## src/hw/fcs_pkg.sv

```systemverilog
// Notes on behaviour
// - system clock runs at twice bus clock
// - control bits 1 and 2 read one
// - two-bit bus divider: 1, 2, 4, 8
// - debug clock is oscillator divided by two
// - reset enters internal engaged loop mode
// - internal engaged: loop clock, debug clock on
// - external engaged: loop clock, debug clock on
// - internal bypass: loop on, internal reference out
// - internal low power: loop off, no debug
// - external bypass: loop on, external reference out
// - external low power: loop off, no debug
// - stop: no clocks, references per stop enable
// - clock source field 7:6, code 11 acts 00
// - reference divider 5:3, two to the code
// - bit 2 picks internal loop reference
// - bit 1 gates internal reference output
// - bit 0 keeps internal reference in stop
// - references up to 5 MHz accepted
// - internal reference has nine trim bits
// - bus divider resets to divide by two
// - mode status follows source after synchronisation
package fcs_pkg;
    // ==========================================
    // register map
    localparam logic [1:0] ADDR_CTRL1 = 2'h0;
    localparam logic [1:0] ADDR_CTRL2 = 2'h1;
    localparam logic [1:0] ADDR_TRIM = 2'h2;
    localparam logic [1:0] ADDR_STAT = 2'h3;
    localparam logic [7:0] CTRL1_RESET = 8'h04;
    localparam logic [7:0] CTRL2_RESET = 8'h40;
    localparam logic [7:0] TRIM_RESET = 8'h80;
    localparam logic [7:0] CTRL1_FORCE_ONE = 8'h06;
    // lowest bit of the two-bit bus divider field in control two
    localparam int BUS_DIV_LSB = 6;
    // ==========================================
    // field codes
    localparam logic [1:0] SRC_LOOP = 2'h0;
    localparam logic [1:0] SRC_INT = 2'h1;
    localparam logic [1:0] SRC_EXT = 2'h2;
    localparam int REF_MAX_KHZ = 5000;
    localparam int TRIM_BITS = 9;
    typedef struct packed {
        logic [1:0] clock_source_sel;
        logic [2:0] reference_divider_sel;
        logic loop_ref_internal_sel;
        logic int_ref_output_enable;
        logic int_ref_stop_keep;
    } fcs_ctrl1_t;
    typedef enum logic [2:0] {
        M_ENG_INT, M_ENG_EXT, M_BYP_INT, M_BYP_INT_LP, M_BYP_EXT, M_BYP_EXT_LP, M_STOP
    } fcs_mode_t;
endpackage : fcs_pkg
```

## src/hw/fcs_clock_unit.sv

```systemverilog
`timescale 1ns/1ps
// internal clock unit: clock enables stand in for the generated clocks
module fcs_clock_unit (
    // clock and reset
    input wire logic clk,
    input wire logic rst,
    // register port
    input wire logic [1:0] addr,
    input wire logic [7:0] wdata,
    input wire logic wr,
    input wire logic rd,
    output logic [7:0] rdata,
    // system control
    input wire logic stop_req,
    input wire logic low_power,
    input wire logic loop_osc_tick,
    input wire logic int_ref_tick,
    input wire logic ext_ref_tick,
    // clock enables out
    output logic system_clock_out,
    output logic bus_clock_en,
    output logic debug_controller_clock,
    output logic int_ref_clock_out,
    output logic loop_ref_tick,
    output logic loop_enable,
    output logic [8:0] trim_out
);
    // ==========================================
    // registers
    fcs_pkg::fcs_ctrl1_t c1_q;
    logic [7:0] c2_q, trim_q, rdata_q;
    logic fine_trim_q;
    logic [1:0] status_q, sync1_q, sync2_q, cur_src_q;
    logic stop1_q, stop2_q, lp1_q, lp2_q;
    logic [2:0] osc_s_q, int_s_q, ext_s_q;
    logic [6:0] refdiv_cnt_q;
    logic [2:0] busdiv_cnt_q, bus_mask;
    logic dbg_q, sys_q, bus_q, bus_ph_q, iref_q, lref_q, lena_q;
    logic src_edge;
    logic was_int_q;
    fcs_pkg::fcs_mode_t mode_q;

    // reserved source code behaves like loop output
    function automatic logic [1:0] src_of(input logic [1:0] c);
        src_of = (c == 2'h3) ? fcs_pkg::SRC_LOOP : c;
    endfunction : src_of

    function automatic logic rise(input logic [2:0] s);
        rise = s[1] & ~s[2];
    endfunction : rise

    // ==========================================
    // register writes
    always_ff @(posedge clk) begin
        if (rst) begin
            c1_q <= fcs_pkg::CTRL1_RESET;
            c2_q <= fcs_pkg::CTRL2_RESET;
            trim_q <= fcs_pkg::TRIM_RESET;
            fine_trim_q <= 1'b0;
        end else if (wr) begin
            case (addr)
                fcs_pkg::ADDR_CTRL1: c1_q <= fcs_pkg::fcs_ctrl1_t'(wdata);
                fcs_pkg::ADDR_CTRL2: c2_q <= wdata;
                fcs_pkg::ADDR_TRIM: trim_q <= wdata;
                default: fine_trim_q <= wdata[0];
            endcase
        end
    end
    assign trim_out = {trim_q, fine_trim_q};

    // read data one cycle after strobe
    always_ff @(posedge clk) begin
        if (rst) begin
            rdata_q <= 8'h00;
        end else if (rd) begin
            case (addr)
                fcs_pkg::ADDR_CTRL1: rdata_q <= c1_q | fcs_pkg::CTRL1_FORCE_ONE;
                fcs_pkg::ADDR_CTRL2: rdata_q <= c2_q;
                fcs_pkg::ADDR_TRIM: rdata_q <= trim_q;
                default: rdata_q <= {4'h0, status_q, 1'b0, fine_trim_q};
            endcase
        end else begin
            rdata_q <= 8'h00;
        end
    end
    assign rdata = rdata_q;

    // ==========================================
    // input synchronisers; oscillator ticks are slow relative to clk
    always_ff @(posedge clk) begin
        if (rst) begin
            osc_s_q <= 3'h0;
            int_s_q <= 3'h0;
            ext_s_q <= 3'h0;
            stop1_q <= 1'b0;
            stop2_q <= 1'b0;
            lp1_q <= 1'b0;
            lp2_q <= 1'b0;
        end else begin
            osc_s_q <= {osc_s_q[1:0], loop_osc_tick};
            int_s_q <= {int_s_q[1:0], int_ref_tick};
            ext_s_q <= {ext_s_q[1:0], ext_ref_tick};
            stop1_q <= stop_req;
            stop2_q <= stop1_q;
            lp1_q <= low_power;
            lp2_q <= lp1_q;
        end
    end

    // ==========================================
    // mode decode from source, reference select and low power
    always_ff @(posedge clk) begin
        if (rst) begin
            mode_q <= fcs_pkg::M_ENG_INT;
            was_int_q <= 1'b1;
        end else if (stop2_q) begin
            mode_q <= fcs_pkg::M_STOP;
        end else begin
            was_int_q <= c1_q.loop_ref_internal_sel;
            case (cur_src_q)
                fcs_pkg::SRC_INT: mode_q <= lp2_q ? fcs_pkg::M_BYP_INT_LP : fcs_pkg::M_BYP_INT;
                fcs_pkg::SRC_EXT: mode_q <= lp2_q ? fcs_pkg::M_BYP_EXT_LP : fcs_pkg::M_BYP_EXT;
                default: mode_q <= c1_q.loop_ref_internal_sel ? fcs_pkg::M_ENG_INT
                                                               : fcs_pkg::M_ENG_EXT;
            endcase
        end
    end

    // loop runs unless stopped or in a low power bypass
    always_ff @(posedge clk) begin
        if (rst) begin
            lena_q <= 1'b1;
        end else begin
            case (mode_q)
                fcs_pkg::M_BYP_INT_LP, fcs_pkg::M_BYP_EXT_LP: lena_q <= 1'b0;
                fcs_pkg::M_STOP: lena_q <= 1'b0;
                default: lena_q <= 1'b1;
            endcase
        end
    end
    assign loop_enable = lena_q;

    // ==========================================
    // glitch-free switch: change source only in a cycle with no system clock pulse
    always_ff @(posedge clk) begin
        if (rst) begin
            cur_src_q <= fcs_pkg::SRC_LOOP;
            sync1_q <= fcs_pkg::SRC_LOOP;
            sync2_q <= fcs_pkg::SRC_LOOP;
            status_q <= fcs_pkg::SRC_LOOP;
        end else begin
            sync1_q <= src_of(c1_q.clock_source_sel);
            sync2_q <= sync1_q;
            if (sync2_q != cur_src_q && !sys_q) begin
                cur_src_q <= sync2_q;
            end
            status_q <= cur_src_q;
        end
    end

    // rising edge of whichever source the switch has settled on
    always_comb begin
        case (cur_src_q)
            fcs_pkg::SRC_INT: src_edge = rise(int_s_q);
            fcs_pkg::SRC_EXT: src_edge = rise(ext_s_q);
            default: src_edge = rise(osc_s_q) & lena_q;
        endcase
    end

    // divide mask; code 3 wraps the 3-bit shift to zero, giving all ones
    assign bus_mask = (3'h1 << c2_q[fcs_pkg::BUS_DIV_LSB +: 2]) - 3'h1;

    // system clock: selected source divided by 1, 2, 4 or 8
    always_ff @(posedge clk) begin
        if (rst) begin
            busdiv_cnt_q <= 3'h0;
            sys_q <= 1'b0;
        end else if (mode_q == fcs_pkg::M_STOP) begin
            sys_q <= 1'b0;
        end else begin
            sys_q <= 1'b0;
            if (src_edge) begin
                busdiv_cnt_q <= busdiv_cnt_q + 3'h1;
                sys_q <= (busdiv_cnt_q & bus_mask) == 3'h0;
            end
        end
    end
    assign system_clock_out = sys_q;

    // bus clock: every second system tick, one cycle behind it
    always_ff @(posedge clk) begin
        if (rst) begin
            bus_ph_q <= 1'b0;
            bus_q <= 1'b0;
        end else begin
            bus_q <= sys_q & bus_ph_q;
            if (sys_q) begin
                bus_ph_q <= ~bus_ph_q;
            end
        end
    end
    assign bus_clock_en = bus_q;

    // debug clock: oscillator divided by two while loop on
    always_ff @(posedge clk) begin
        if (rst) begin
            dbg_q <= 1'b0;
        end else if (rise(osc_s_q) && lena_q) begin
            dbg_q <= ~dbg_q;
        end else if (!lena_q) begin
            dbg_q <= 1'b0;
        end
    end
    assign debug_controller_clock = dbg_q;

    // internal reference output gated and kept in stop
    always_ff @(posedge clk) begin
        if (rst) begin
            iref_q <= 1'b0;
        end else if (mode_q == fcs_pkg::M_STOP) begin
            iref_q <= c1_q.int_ref_stop_keep & (c1_q.int_ref_output_enable | was_int_q)
                      & rise(int_s_q);
        end else begin
            iref_q <= c1_q.int_ref_output_enable & rise(int_s_q);
        end
    end
    assign int_ref_clock_out = iref_q;

    // reference divider for the loop, pulse every 2^code reference edges
    always_ff @(posedge clk) begin
        if (rst) begin
            refdiv_cnt_q <= 7'h00;
            lref_q <= 1'b0;
        end else begin
            lref_q <= 1'b0;
            // code 7 wraps the 7-bit shift, so the mask becomes all ones
            if (c1_q.loop_ref_internal_sel ? rise(int_s_q) : rise(ext_s_q)) begin
                refdiv_cnt_q <= refdiv_cnt_q + 7'h01;
                lref_q <= ((refdiv_cnt_q & ((7'h01 << c1_q.reference_divider_sel) - 7'h01))
                           == 7'h00) & lena_q;
            end
        end
    end
    assign loop_ref_tick = lref_q;
endmodule : fcs_clock_unit

```

## config.mk

```make
export PLATFORM = sky130hd
export DESIGN_NAME = fcs_clock_unit
export DESIGN_NICKNAME = d
export VERILOG_FILES = /design/src/hw/fcs_pkg.sv /design/src/hw/fcs_clock_unit.sv
export SDC_FILE = /design/constraint.sdc
export NUM_CORES = 1
export LEC_CHECK = 0
export BUFFER_PORTS_ARGS = -buffer_cell sky130_fd_sc_hd__buf_2
export CAP_MARGIN = 10
export CORE_MARGIN = 2
export CORE_UTILIZATION = 56
export CTS_CLUSTER_DIAMETER = 200
export DETAILED_ROUTE_END_ITERATION = 6
export GPL_TIMING_DRIVEN = 0
export PLACE_DENSITY = 0.9
export REMOVE_ABC_BUFFERS = 1
export SYNTH_ARGS = -nofsm -noshare
export SYNTH_HDL_FRONTEND = slang
export SYNTH_SLANG_ARGS = --single-unit
```

## constraint.sdc

```tcl
create_clock -name clk -period 2.4 [get_ports clk]
set_clock_uncertainty 0.15 [all_clocks]
set_input_delay 0.6 -clock clk [delete_from_list [all_inputs] [get_ports clk]]
set_output_delay 0.6 -clock clk [all_outputs]
set_load 0.01 [all_outputs]
```

Word level (Yosys, flattened, before mapping)
Index checks and enable logic that the tools add are counted.

storage, ports and cells
  flip-flop bits (word level) = 75
  input bits = 19
  logic and storage cells = 100

operators by class
  add/subtract/negate cells = 4
  eq/ne operators = 10
  shift operators = 2
  muxes and demuxes = 12
  bitwise logic cells = 22
  reductions and logical operators = 18

operators with widths
  kind                                               count
  one-hot mux 8 bit (3 select lines)                 1
  inverter 1 bit                                     10
  AND reduction 2 bit                                5
  bitwise AND 1 bit                                  9
  OR reduction 3 bit                                 3
  two-way mux 1 bit                                  8
  OR reduction 2 bit                                 4
  adder 7 x 1 -> 7 bit (second input constant)       1
  bitwise AND 7 bit                                  1
  zero test 7 bit                                    1
  left shift 1 x 3 -> 7 bit (first input constant)   1
  subtractor 7 x 1 -> 7 bit (second input constant)  1
  == test 2 bit (second input constant)              3
  == test 3 bit (second input constant)              2
  one-hot mux 3 bit (2 select lines)                 1
  == test 2 x 1 -> 1 bit (second input constant)     2
  adder 3 x 1 -> 3 bit (second input constant)       1
  bitwise AND 3 bit                                  1
  == test 3 x 2 -> 1 bit (second input constant)     1
  zero test 3 bit                                    1
  two-way mux 3 bit                                  1
  left shift 1 x 2 -> 3 bit (first input constant)   1
  subtractor 3 x 1 -> 3 bit (second input constant)  1
  logical AND 1 bit                                  2
  6 further kinds                                    6

Depth between registers and ports, before layout
Gate-level depths: netlist (run 1).

  depth after elaboration = 6
  mapped depth = 5
  gate-level depth less buffers = 5

Worst setup path after synthesis (run 1)
No wires, ideal clock.

  path type = register -> register
  start point = register cur_src_q[0]
  end point = register busdiv_cnt_q[0]
  data arrival time = 1.420 ns
  required time = 2.129 ns
  setup slack = 0.709 ns
  cell stages (with the launch flop) = 6
  buffers on the path = 0
  cell sequence = dfxtp_1 inv_1 ha_1 a221o_1 and3_4 mux2_4

between the ends
  longest elaborated chain between the ends = 3

ends and longest elaborated chain
  item                                                            RTL line               text
  from (decl)                                                     fcs_clock_unit.sv:33   logic [1:0] status_q, sync1_q, sync2_q, cur_src_q;
  from (signal assigned)                                          fcs_clock_unit.sv:147  cur_src_q <= fcs_pkg::SRC_LOOP;
  from (signal assigned)                                          fcs_clock_unit.sv:155  cur_src_q <= sync2_q;
  == test 2 bit / == test 2 x 1 -> 1 bit (equally long branches)  fcs_clock_unit.sv:163  case (cur_src_q)
  one-hot mux 1 bit (2 select lines) (*)                          fcs_clock_unit.sv:163
  AND reduction 2 bit (no line) (*)                               --
  to (signal assigned)                                            fcs_clock_unit.sv:183  busdiv_cnt_q <= busdiv_cnt_q + 3'h1;
  to (decl)                                                       fcs_clock_unit.sv:37   logic [2:0] busdiv_cnt_q, bus_mask;

Mark *: on every way between the ends. The rest lies on a longest branch, timed or not.
A chain may end at the register's enable or synchronous reset.

Final worst setup path (run 1)
  start point = input port addr[1]
  end point = register trim_q[7]

between the ends
  longest elaborated chain between the ends = 2

ends and longest elaborated chain
  item                           RTL line              text
  from (decl)                    fcs_clock_unit.sv:8   input wire logic [1:0] addr,
  == test 2 bit                  fcs_clock_unit.sv:61  case (addr)
  AND reduction 2 bit (no line)  --
  to (signal assigned)           fcs_clock_unit.sv:58  trim_q <= fcs_pkg::TRIM_RESET;
  to (signal assigned)           fcs_clock_unit.sv:64  fcs_pkg::ADDR_TRIM: trim_q <= wdata;
  to (decl)                      fcs_clock_unit.sv:31  logic [7:0] c2_q, trim_q, rdata_q;

Every way passes these cells.

==> results.py, run 1 <==
metrics = {
    "clock_tree": {
        "cts_num_sinks": 75,
        "post_cts_buffers": 0,
        "cts_buffer_depth": 2,
        "path_clk_slew_ns": 0.07,
        "cts_buffers": 9,
        "cts_root_buffer": "clkbuf_8",
        "cts_max_level": 3,
        "cts_tree": "built",
        "clock_latency_ns": 0.35,
    },
    "sta": {
        "drv_slew": 0,
        "period_minus_slack_ns": 2.02,
        "setup_viol": 0,
        "holdWs_ns": 0.288,
        "slew_headroom_pct": 23.5,
        "worst_slew_pin_slew_ns": 1.15,
        "rsz0062_at_grt": "false",
        "finalHoldViolCount": 0,
        "fmax_ghz": 0.494,
        "min_period_over_period_pct": 84.4,
    },
    "synth": {
        "synth-seq-cells": 75,
        "synthTopCellsByCount": "dfxtp_1 (75), nor2_1 (47), nor2b_1 (25)",
        "yosysSeqAreaShare_pct": 52.2,
        "synth_area_sq_um": 2880,
        "ys_types": 37,
        "syn-mean-instance-area_sq_um": 9.96,
        "yosysWarnings": 0,
        "netlist_instances": 289,
        "synth_top_area_share_pct": 52.2,
        "synth_ff_type": "dfxtp_1",
        "yosysMostFrequentCell": "dfxtp_1",
        "synthArstFlopShare_pct": 0,
        "synth-edff-count": 0,
        "synth_top_area_cell": "dfxtp_1",
        "ys_top_cells_by_area": "dfxtp_1 (52%), mux2i_1 (8.0%), nor2_1 (6.1%)",
    },
    "min_path": {
        "hold_path_class": "reg2reg",
    },
    "placed_design": {
        "placed_area_sq_um": 3100,
        "dp_hpwl_um": 3670,
        "portBuffers": 41,
        "gp_congestion": 0.809,
    },
    "die": {
        "start_util_pct": 57.1,
        "fp.dieArea_sq_um": 5730,
        "placementRows": 26,
        "io_pins": 42,
        "core_area_sq_um": 5040,
        "die_h_um": 75.7,
        "die-width_um": 75.7,
    },
    "global_route": {
        "overflow": 0,
        "grt_max_degree": 71,
        "grt_pass1_vias": 1968,
        "grt_pass1_wl_um": 8800,
        "antenna_found_initial": 0,
        "globalRouteTotalUtil_pct": 20.9,
    },
    "power_and_ir_drop": {
        "p_leak_nw": 1.42,
        "cellPowerDensity_nw_per_um2": 729,
        "total_power_w": 0.00240,
        "peakVddDrop_v": 0.000439,
    },
    "drt": {
        "vias": 2134,
        "postRouteAntennaNets": 0,
        "wirelength_um": 5490,
        "drc": 0,
        "drtIter0Drc": 202,
        "wl_per_cell_um": 13.8,
        "firstDrtPassIters": 4,
        "vias_per_cell": 5.35,
    },
    "critical_path": {
        "critical_path.max_fanout": 13,
        "r2r-start": "cur_src_q[0]",
        "reg2reg_to": "busdiv_cnt_q[0]",
        "crit_path_end_kind": "flop",
        "endpoint": "trim_q[7]",
        "start_kind": "input pin",
        "r2r_setup_slack_ns": 0.55,
        "ff2ff_path_depth": 5,
        "required_ns": 2.49,
        "cp-startpoint": "addr[1]",
        "crit_type": "in2reg",
        "cp_data_arrival_time_ns": 2.11,
    },
    "run": {
        "drv_cap": 0,
    },
    "cells_and_area": {
        "area_delta_synth_final_pct": 14.3,
        "nets": 347,
        "design_area_sq_um": 3290,
        "drive_gt1_share_pct": 19.8,
        "fin_util_pct": 65.2,
        "antennaDiodeCount": 0,
    },
    "status": {
        "outcome": "completed",
    },
}
==> cells in the final DEF (no fill, tap or decap), types with 7 or more instances in the layout <==
cell type / Yosys / layout
buf_2: 5 / 41
nand2_1: 12 / 12
nor2_1: 47 / 47
a21oi_1: 16 / 16
dfxtp_1: 75 / 75
nor2b_1: 25 / 24
nand3_1: 8 / 8
mux2i_1: 23 / 23
clkbuf_8: 0 / 10
xor2_1: 7 / 7
==> kinds of logic (layout without fill, tap and decap cells) <==
kind of cell	after synthesis	in the layout	share of synthesized area, %
DFF	75	75	52.2
muxes	28	28	11.0
AOI/OAI and AO/OA	38	38	9.00
buffers and inverters	23	63	3.48
and+or+nand+nor	112	112	19.9
adders and majority gates	4	4	1.74
xor gates and xnor gates	9	9	2.74
==> what timing repair did <==
item,in CTS,in global routing
hold buffers,0,0
endpoints found under the setup margin,0,7
gates resized for setup,0,1
==> state kept, by name (all words and copies together), names as in the netlist, 2 cells and up <==
register,count
c1_q,8
ext_s_q,3
status_q,2
mode_q,3
rdata,8
c2_q,8
osc_s_q,3
sync1_q,2
int_s_q,3
cur_src_q,2
busdiv_cnt_q,3
refdiv_cnt_q,7
trim_q,8
sync2_q,2
==> metal layers <==
metal  vias to the layer above  global-route usage [%]  wire, um
met5                         -                       0         0
met4                         0                    10.7       131
met3                        12                    6.88       306
met2                        71                    32.2      2690
met1                      1002                    26.3      2360
li1                       1049                       -         -
==> how the worst min path moves through the flow <==
stage                     slack (ns)         end  cells after the start         start
after floorplan                 0.26  ext_s_q[1]                      1    ext_s_q[0]
after global placement          0.27  sync2_q[0]                      1    sync1_q[0]
after detailed placement        0.28       lp2_q                      1         lp1_q
after CTS                       0.29       lp2_q                      1         lp1_q
after global routing            0.30  int_s_q[0]                      2  int_ref_tick
final                           0.29     stop2_q                      1       stop1_q
==> where the power goes <==
part           switching [W]  total, W  internal [W]
logic              0.0000892  0.000159     0.0000699
clock network       0.000422  0.000932      0.000509
registers          0.0000252   0.00131       0.00128
total               0.000537   0.00240       0.00186
==> through the flow <==
stage          cells  worst slack, ns  setup TNS (ns)
2_1_floorplan    272            0.228               0
3_3_place_gp     383           -0.355           -3.73
3_5_place_dp     383           -0.287           -1.72
4_1_cts          399           0.0769               0
5_1_grt          399            0.311               0
6_report         399            0.375               0
==> area by class of cell <==
class                   instances  area, sq um
repair buffers                 41          205
flip-flops and latches         75         1500
multi-input cells             191         1280
inverters                       6         22.5
fillers                       413         1750
clock inverters                 2         35.0
clock buffers                  14          153
well taps                      70         87.6
==> worst max-delay path, stage by stage <==
cell,delay (ns)
buf_2,0.24
nor2b_2,0.56
nand2_1,0.35
a211o_1,0.36
Note: power is estimated with default switching activity, not from simulation.
==> inputs of run 2 (changes only) <==
==> constraint.sdc (replaced) <==
create_clock -name clk -period 1.97 [get_ports clk]
set_clock_uncertainty 0.15 [all_clocks]
set_input_delay 0.4925 -clock clk [delete_from_list [all_inputs] [get_ports clk]]
set_output_delay 0.4925 -clock clk [all_outputs]
set_load 0.01 [all_outputs]
==> results.py, run 2 (synthesized netlist as in run 1, its figures left out) <==
metrics = {
    "cells_and_area": {
        "stdcell_count": 399,
        "antennaDiodeCount": 0,
        "drive_gt1_share_pct": 19.8,
        "area_delta_synth_final_pct": 14.4,
        "nFillCells": 412,
        "nets": 347,
        "final_cell_mix": "dfxtp_1 (75), nor2_1 (47), buf_2 (41)",
        "final_common_cell": "dfxtp_1",
    },
    "sta": {
        "worst_slew_pin_slew_ns": 1.16,
        "drv_slew": 0,
        "min_period_over_period_pct": 93.7,
        "fmax_ghz": 0.542,
        "period_minus_slack_ns": 1.85,
        "slew_headroom_pct": 22.4,
        "setup_tns_ns": 0,
        "setup_viol": 0,
        "rsz0062_at_grt": "false",
        "finalHoldViolCount": 0,
    },
    "critical_path": {
        "crit_path_end_kind": "flop",
        "required_ns": 2.05,
        "start_kind": "flop",
        "cp_data_arrival_time_ns": 1.93,
        "crit_type": "reg2reg",
        "critical_path.max_fanout": 3,
    },
    "drt": {
        "firstDrtPassIters": 4,
        "wl_per_cell_um": 13.7,
        "drtIter0Drc": 217,
        "drc": 0,
        "postRouteAntennaNets": 0,
        "vias": 2139,
        "vias_per_cell": 5.36,
        "wirelength_um": 5460,
    },
    "global_route": {
        "antenna_found_initial": 0,
        "overflow": 0,
        "grt_pass1_wl_um": 8800,
        "grt_pass1_vias": 1967,
        "globalRouteTotalUtil_pct": 20.9,
        "grt_max_degree": 71,
    },
    "die": {
        "placementRows": 26,
        "die_h_um": 75.7,
        "fp.dieArea_sq_um": 5730,
        "io_pins": 42,
        "core_area_sq_um": 5040,
        "start_util_pct": 57.1,
        "die-width_um": 75.7,
    },
    "power_and_ir_drop": {
        "p_leak_nw": 1.42,
        "total_power_w": 0.00292,
        "cellPowerDensity_nw_per_um2": 887,
        "peakVddDrop_v": 0.000535,
    },
    "status": {
        "outcome": "completed",
    },
    "placed_design": {
        "portBuffers": 41,
        "dp_hpwl_um": 3670,
        "dp_cells": 383,
        "gp_congestion": 0.809,
    },
    "clock_tree": {
        "cts_num_sinks": 75,
        "cts_root_buffer": "clkbuf_8",
        "clock_latency_ns": 0.35,
        "cts_buffers": 9,
        "path_clk_slew_ns": 0.07,
        "cts_max_level": 3,
        "cts_buffer_depth": 2,
        "cts_tree": "built",
    },
    "run": {
        "drv_cap": 0,
    },
    "min_path": {
        "hold_path_class": "in2reg",
    },
}
==> run 2: changes by cell type in the layout (fill, tap and decap cells not counted) <==
cell / previous run / this run
nor2b_2: 1 / 0
nor2b_4: 0 / 1
==> run 2: worst max-delay path: stages (launching register included) <==
cell,delay (ns)
dfxtp_1,0.37
inv_1,0.07
ha_1,0.32
a221o_1,0.32
and3_4,0.20
mux2_4,0.29
==> run 2: final timing paths <==
path / from / end / slack (ns) / depth (start not counted)
max: cur_src_q[0] / busdiv_cnt_q[0] / 0.12 / 5
min reg2reg: lp1_q / lp2_q / 0.29 / 1
max reg2reg: cur_src_q[0] / busdiv_cnt_q[0] / 0.12 / 5
min: low_power / lp1_q / 0.20 / 2
==> run 2: final cells by class <==
class	count	area, sq um	area share (%)
clock buffers	14	153	4.64
clock inverters	2	35.0	1.06
inverters	6	22.5	0.684
multi-input cells	191	1290	39.1
flip-flops and latches	75	1500	45.6
well taps	70	87.6	2.66
repair buffers	41	205	6.23
==> run 2: where the power goes <==
| part | leakage [nW] | internal [W] | total, W | switching (W) |
|---|---|---|---|---|
| logic | 0.720 | 0.0000860 | 0.000196 | 0.000110 |
| registers | 0.610 | 0.00156 | 0.00159 | 0.0000305 |
| clock network | 0.0947 | 0.000620 | 0.00113 | 0.000513 |
| total | 1.42 | 0.00227 | 0.00292 | 0.000653 |
==> run 2: timing repair <==
| action | CTS | global route |
|---|---|---|
| gates cloned | 0 | 0 |
| setup buffers | 0 | 0 |
| endpoints found under the setup margin | 8 | 1 |
| gates resized for setup | 1 | 1 |
| hold buffers | 0 | 0 |
==> run 2: per-layer routing <==
layer	GRT usage [%]	up-vias	part of all wire, %
met3	6.88	14	5.5
met1	26.3	1013	43
met4	10.7	0	2.7
li1	-	1048	-
met5	0	-	0
met2	32.2	64	49
==> run 2: stage by stage <==
| step | instance area (sq um) | setup slack [ns] | hold WS [ns] | util, % |
|---|---|---|---|---|
| floorplan | 2800 | -0.0945 | 0.264 | - |
| global placement | 3090 | -0.678 | 0.267 | 61.3 |
| detailed placement | 3100 | -0.610 | 0.276 | 61.4 |
| CTS | 3290 | 0.0975 | 0.188 | 65.2 |
| global route | 3290 | 0.0263 | 0.197 | 65.3 |
| finish | 3290 | 0.124 | 0.204 | 65.3 |
==> inputs of run 3 (changes only) <==
--- a/config.mk
+++ b/config.mk
@@ -8,11 +8,11 @@
 export BUFFER_PORTS_ARGS = -buffer_cell sky130_fd_sc_hd__buf_2
 export CAP_MARGIN = 10
 export CORE_MARGIN = 2
-export CORE_UTILIZATION = 56
+export CORE_UTILIZATION = 60
 export CTS_CLUSTER_DIAMETER = 200
 export DETAILED_ROUTE_END_ITERATION = 6
 export GPL_TIMING_DRIVEN = 0
-export PLACE_DENSITY = 0.9
+export PLACE_DENSITY = 0.95
 export REMOVE_ABC_BUFFERS = 1
 export SYNTH_ARGS = -nofsm -noshare
 export SYNTH_HDL_FRONTEND = slang
==> constraint.sdc (replaced) <==
create_clock -name clk -period 2.3 [get_ports clk]
set_clock_uncertainty 0.15 [all_clocks]
set_input_delay 0.575 -clock clk [delete_from_list [all_inputs] [get_ports clk]]
set_output_delay 0.575 -clock clk [all_outputs]
set_load 0.01 [all_outputs]
==> results.py, run 3 (synthesized netlist as in run 1, its figures left out) <==
metrics = {
    "status": {
        "outcome": "completed",
    },
    "cells_and_area": {
        "final-seq-area_sq_um": 1500,
        "drive_gt1_share_pct": 19.8,
        "area_delta_synth_final_pct": 13.6,
        "nFillCells": 329,
        "multi_input_area_sq_um": 1280,
        "final_cell_mix": "dfxtp_1 (75), nor2_1 (47), buf_2 (41)",
        "nets": 347,
        "antennaDiodeCount": 0,
        "final_common_cell": "dfxtp_1",
        "stdcell_count": 383,
    },
    "global_route": {
        "grt_max_degree": 71,
        "overflow": 0,
        "globalRouteTotalUtil_pct": 22.2,
        "grt_pass1_vias": 1995,
        "antenna_found_initial": 0,
        "grt_pass1_wl_um": 8940,
    },
    "sta": {
        "worst_slew_pin_slew_ns": 1.15,
        "drv_slew": 0,
        "setup_viol": 0,
        "setup_tns_ns": 0,
        "min_period_over_period_pct": 85.1,
        "finalHoldViolCount": 0,
        "period_minus_slack_ns": 1.96,
        "slew_headroom_pct": 23.4,
        "fmax_ghz": 0.511,
        "rsz0062_at_grt": "false",
    },
    "critical_path": {
        "crit_type": "in2reg",
        "crit_path_end_kind": "flop",
        "critical_path.max_fanout": 12,
        "start_kind": "input pin",
        "required_ns": 2.33,
        "cp_data_arrival_time_ns": 1.99,
    },
    "clock_tree": {
        "cts_root_buffer": "clkbuf_8",
        "cts_tree": "built",
        "clock_latency_ns": 0.34,
        "cts_max_level": 3,
        "path_clk_slew_ns": 0.07,
        "cts_num_sinks": 75,
        "cts_buffers": 9,
        "cts_buffer_depth": 2,
        "post_cts_buffers": 0,
    },
    "drt": {
        "wl_met2_um": 2620,
        "m1WireLength_um": 2500,
        "firstDrtPassIters": 5,
        "vias": 2167,
        "wl_met3_um": 323,
        "postRouteAntennaNets": 0,
        "drc": 0,
        "drtIter0Drc": 181,
        "top_layer": "met4",
        "wirelength_um": 5650,
        "wl_per_cell_um": 14.7,
        "vias_per_cell": 5.66,
    },
    "power_and_ir_drop": {
        "p_leak_nw": 1.42,
        "peakVddDrop_v": 0.000482,
        "cellPowerDensity_nw_per_um2": 764,
    },
    "die": {
        "start_util_pct": 61.7,
        "die_h_um": 73.3,
        "placementRows": 25,
        "io_pins": 42,
        "die-width_um": 73.3,
        "core_area_sq_um": 4660,
        "fp.dieArea_sq_um": 5370,
    },
    "placed_design": {
        "dp_cells": 367,
        "portBuffers": 41,
        "gp_congestion": 0.812,
        "dp_hpwl_um": 3750,
    },
    "run": {
        "drv_cap": 0,
    },
    "min_path": {
        "hold_path_class": "reg2reg",
    },
}
## run 3: cell counts in the layout (fill, tap and decap cells not counted)
No cell type changed its count.
## run 3: worst paths after layout
| path | slack, ns | end | cells after the start | startpoint |
|---|---|---|---|---|
| worst max-delay path | 0.34 | c1_q[0] | 4 | wr |
| worst min-delay path | 0.29 | lp2_q | 1 | lp1_q |
| worst max register to register | 0.45 | busdiv_cnt_q[2] | 5 | cur_src_q[0] |
| worst min register to register | 0.29 | lp2_q | 1 | lp1_q |
## run 3: per-stage QoR
step                      instance area [sq um]  setup slack, ns  hold slack, ns  util [%]  power (W)
after floorplan                            2800            0.153           0.264         -    0.00148
after global placement                     3070           -0.479           0.268      65.9    0.00155
after detailed placement                   3080           -0.343           0.275      66.0    0.00156
after CTS                                  3270           0.0264           0.278      70.1    0.00251
after global routing                       3270            0.250           0.302      70.1    0.00258
final                                      3270            0.342           0.287      70.1    0.00250
## run 3: power by group
| part | switching (W) | leakage, nW | internal, W |
|---|---|---|---|
| registers | 0.0000260 | 0.610 | 0.00134 |
| clock network | 0.000437 | 0.0947 | 0.000531 |
| logic | 0.0000935 | 0.716 | 0.0000729 |
| total | 0.000556 | 1.42 | 0.00194 |
## run 3: repair_timing
action	in CTS	in global routing
hold buffers	0	0
hold endpoints to repair	0	0
gates resized for setup	0	1
setup endpoints to repair	0	8
## run 3: area by class of cell
type | instances | share of cell area [%]
clock buffers | 14 | 4.67
clock inverters | 2 | 1.07
inverters | 6 | 0.689
multi-input cells | 191 | 39.3
flip-flops and latches | 75 | 45.9
well taps | 54 | 2.07
repair buffers | 41 | 6.28
## run 3: layer usage
metal  up-vias  GRT usage, %
li1       1044             -
met1      1006          27.3
met2        96          33.3
met3        21          5.62
met4         0          16.9
met5         -             0
## run 3: critical path, cell delays in order
cell and delay, ns:
buf_2 0.23, nor3b_2 0.81, mux2i_1 0.31, nor2_1 0.06
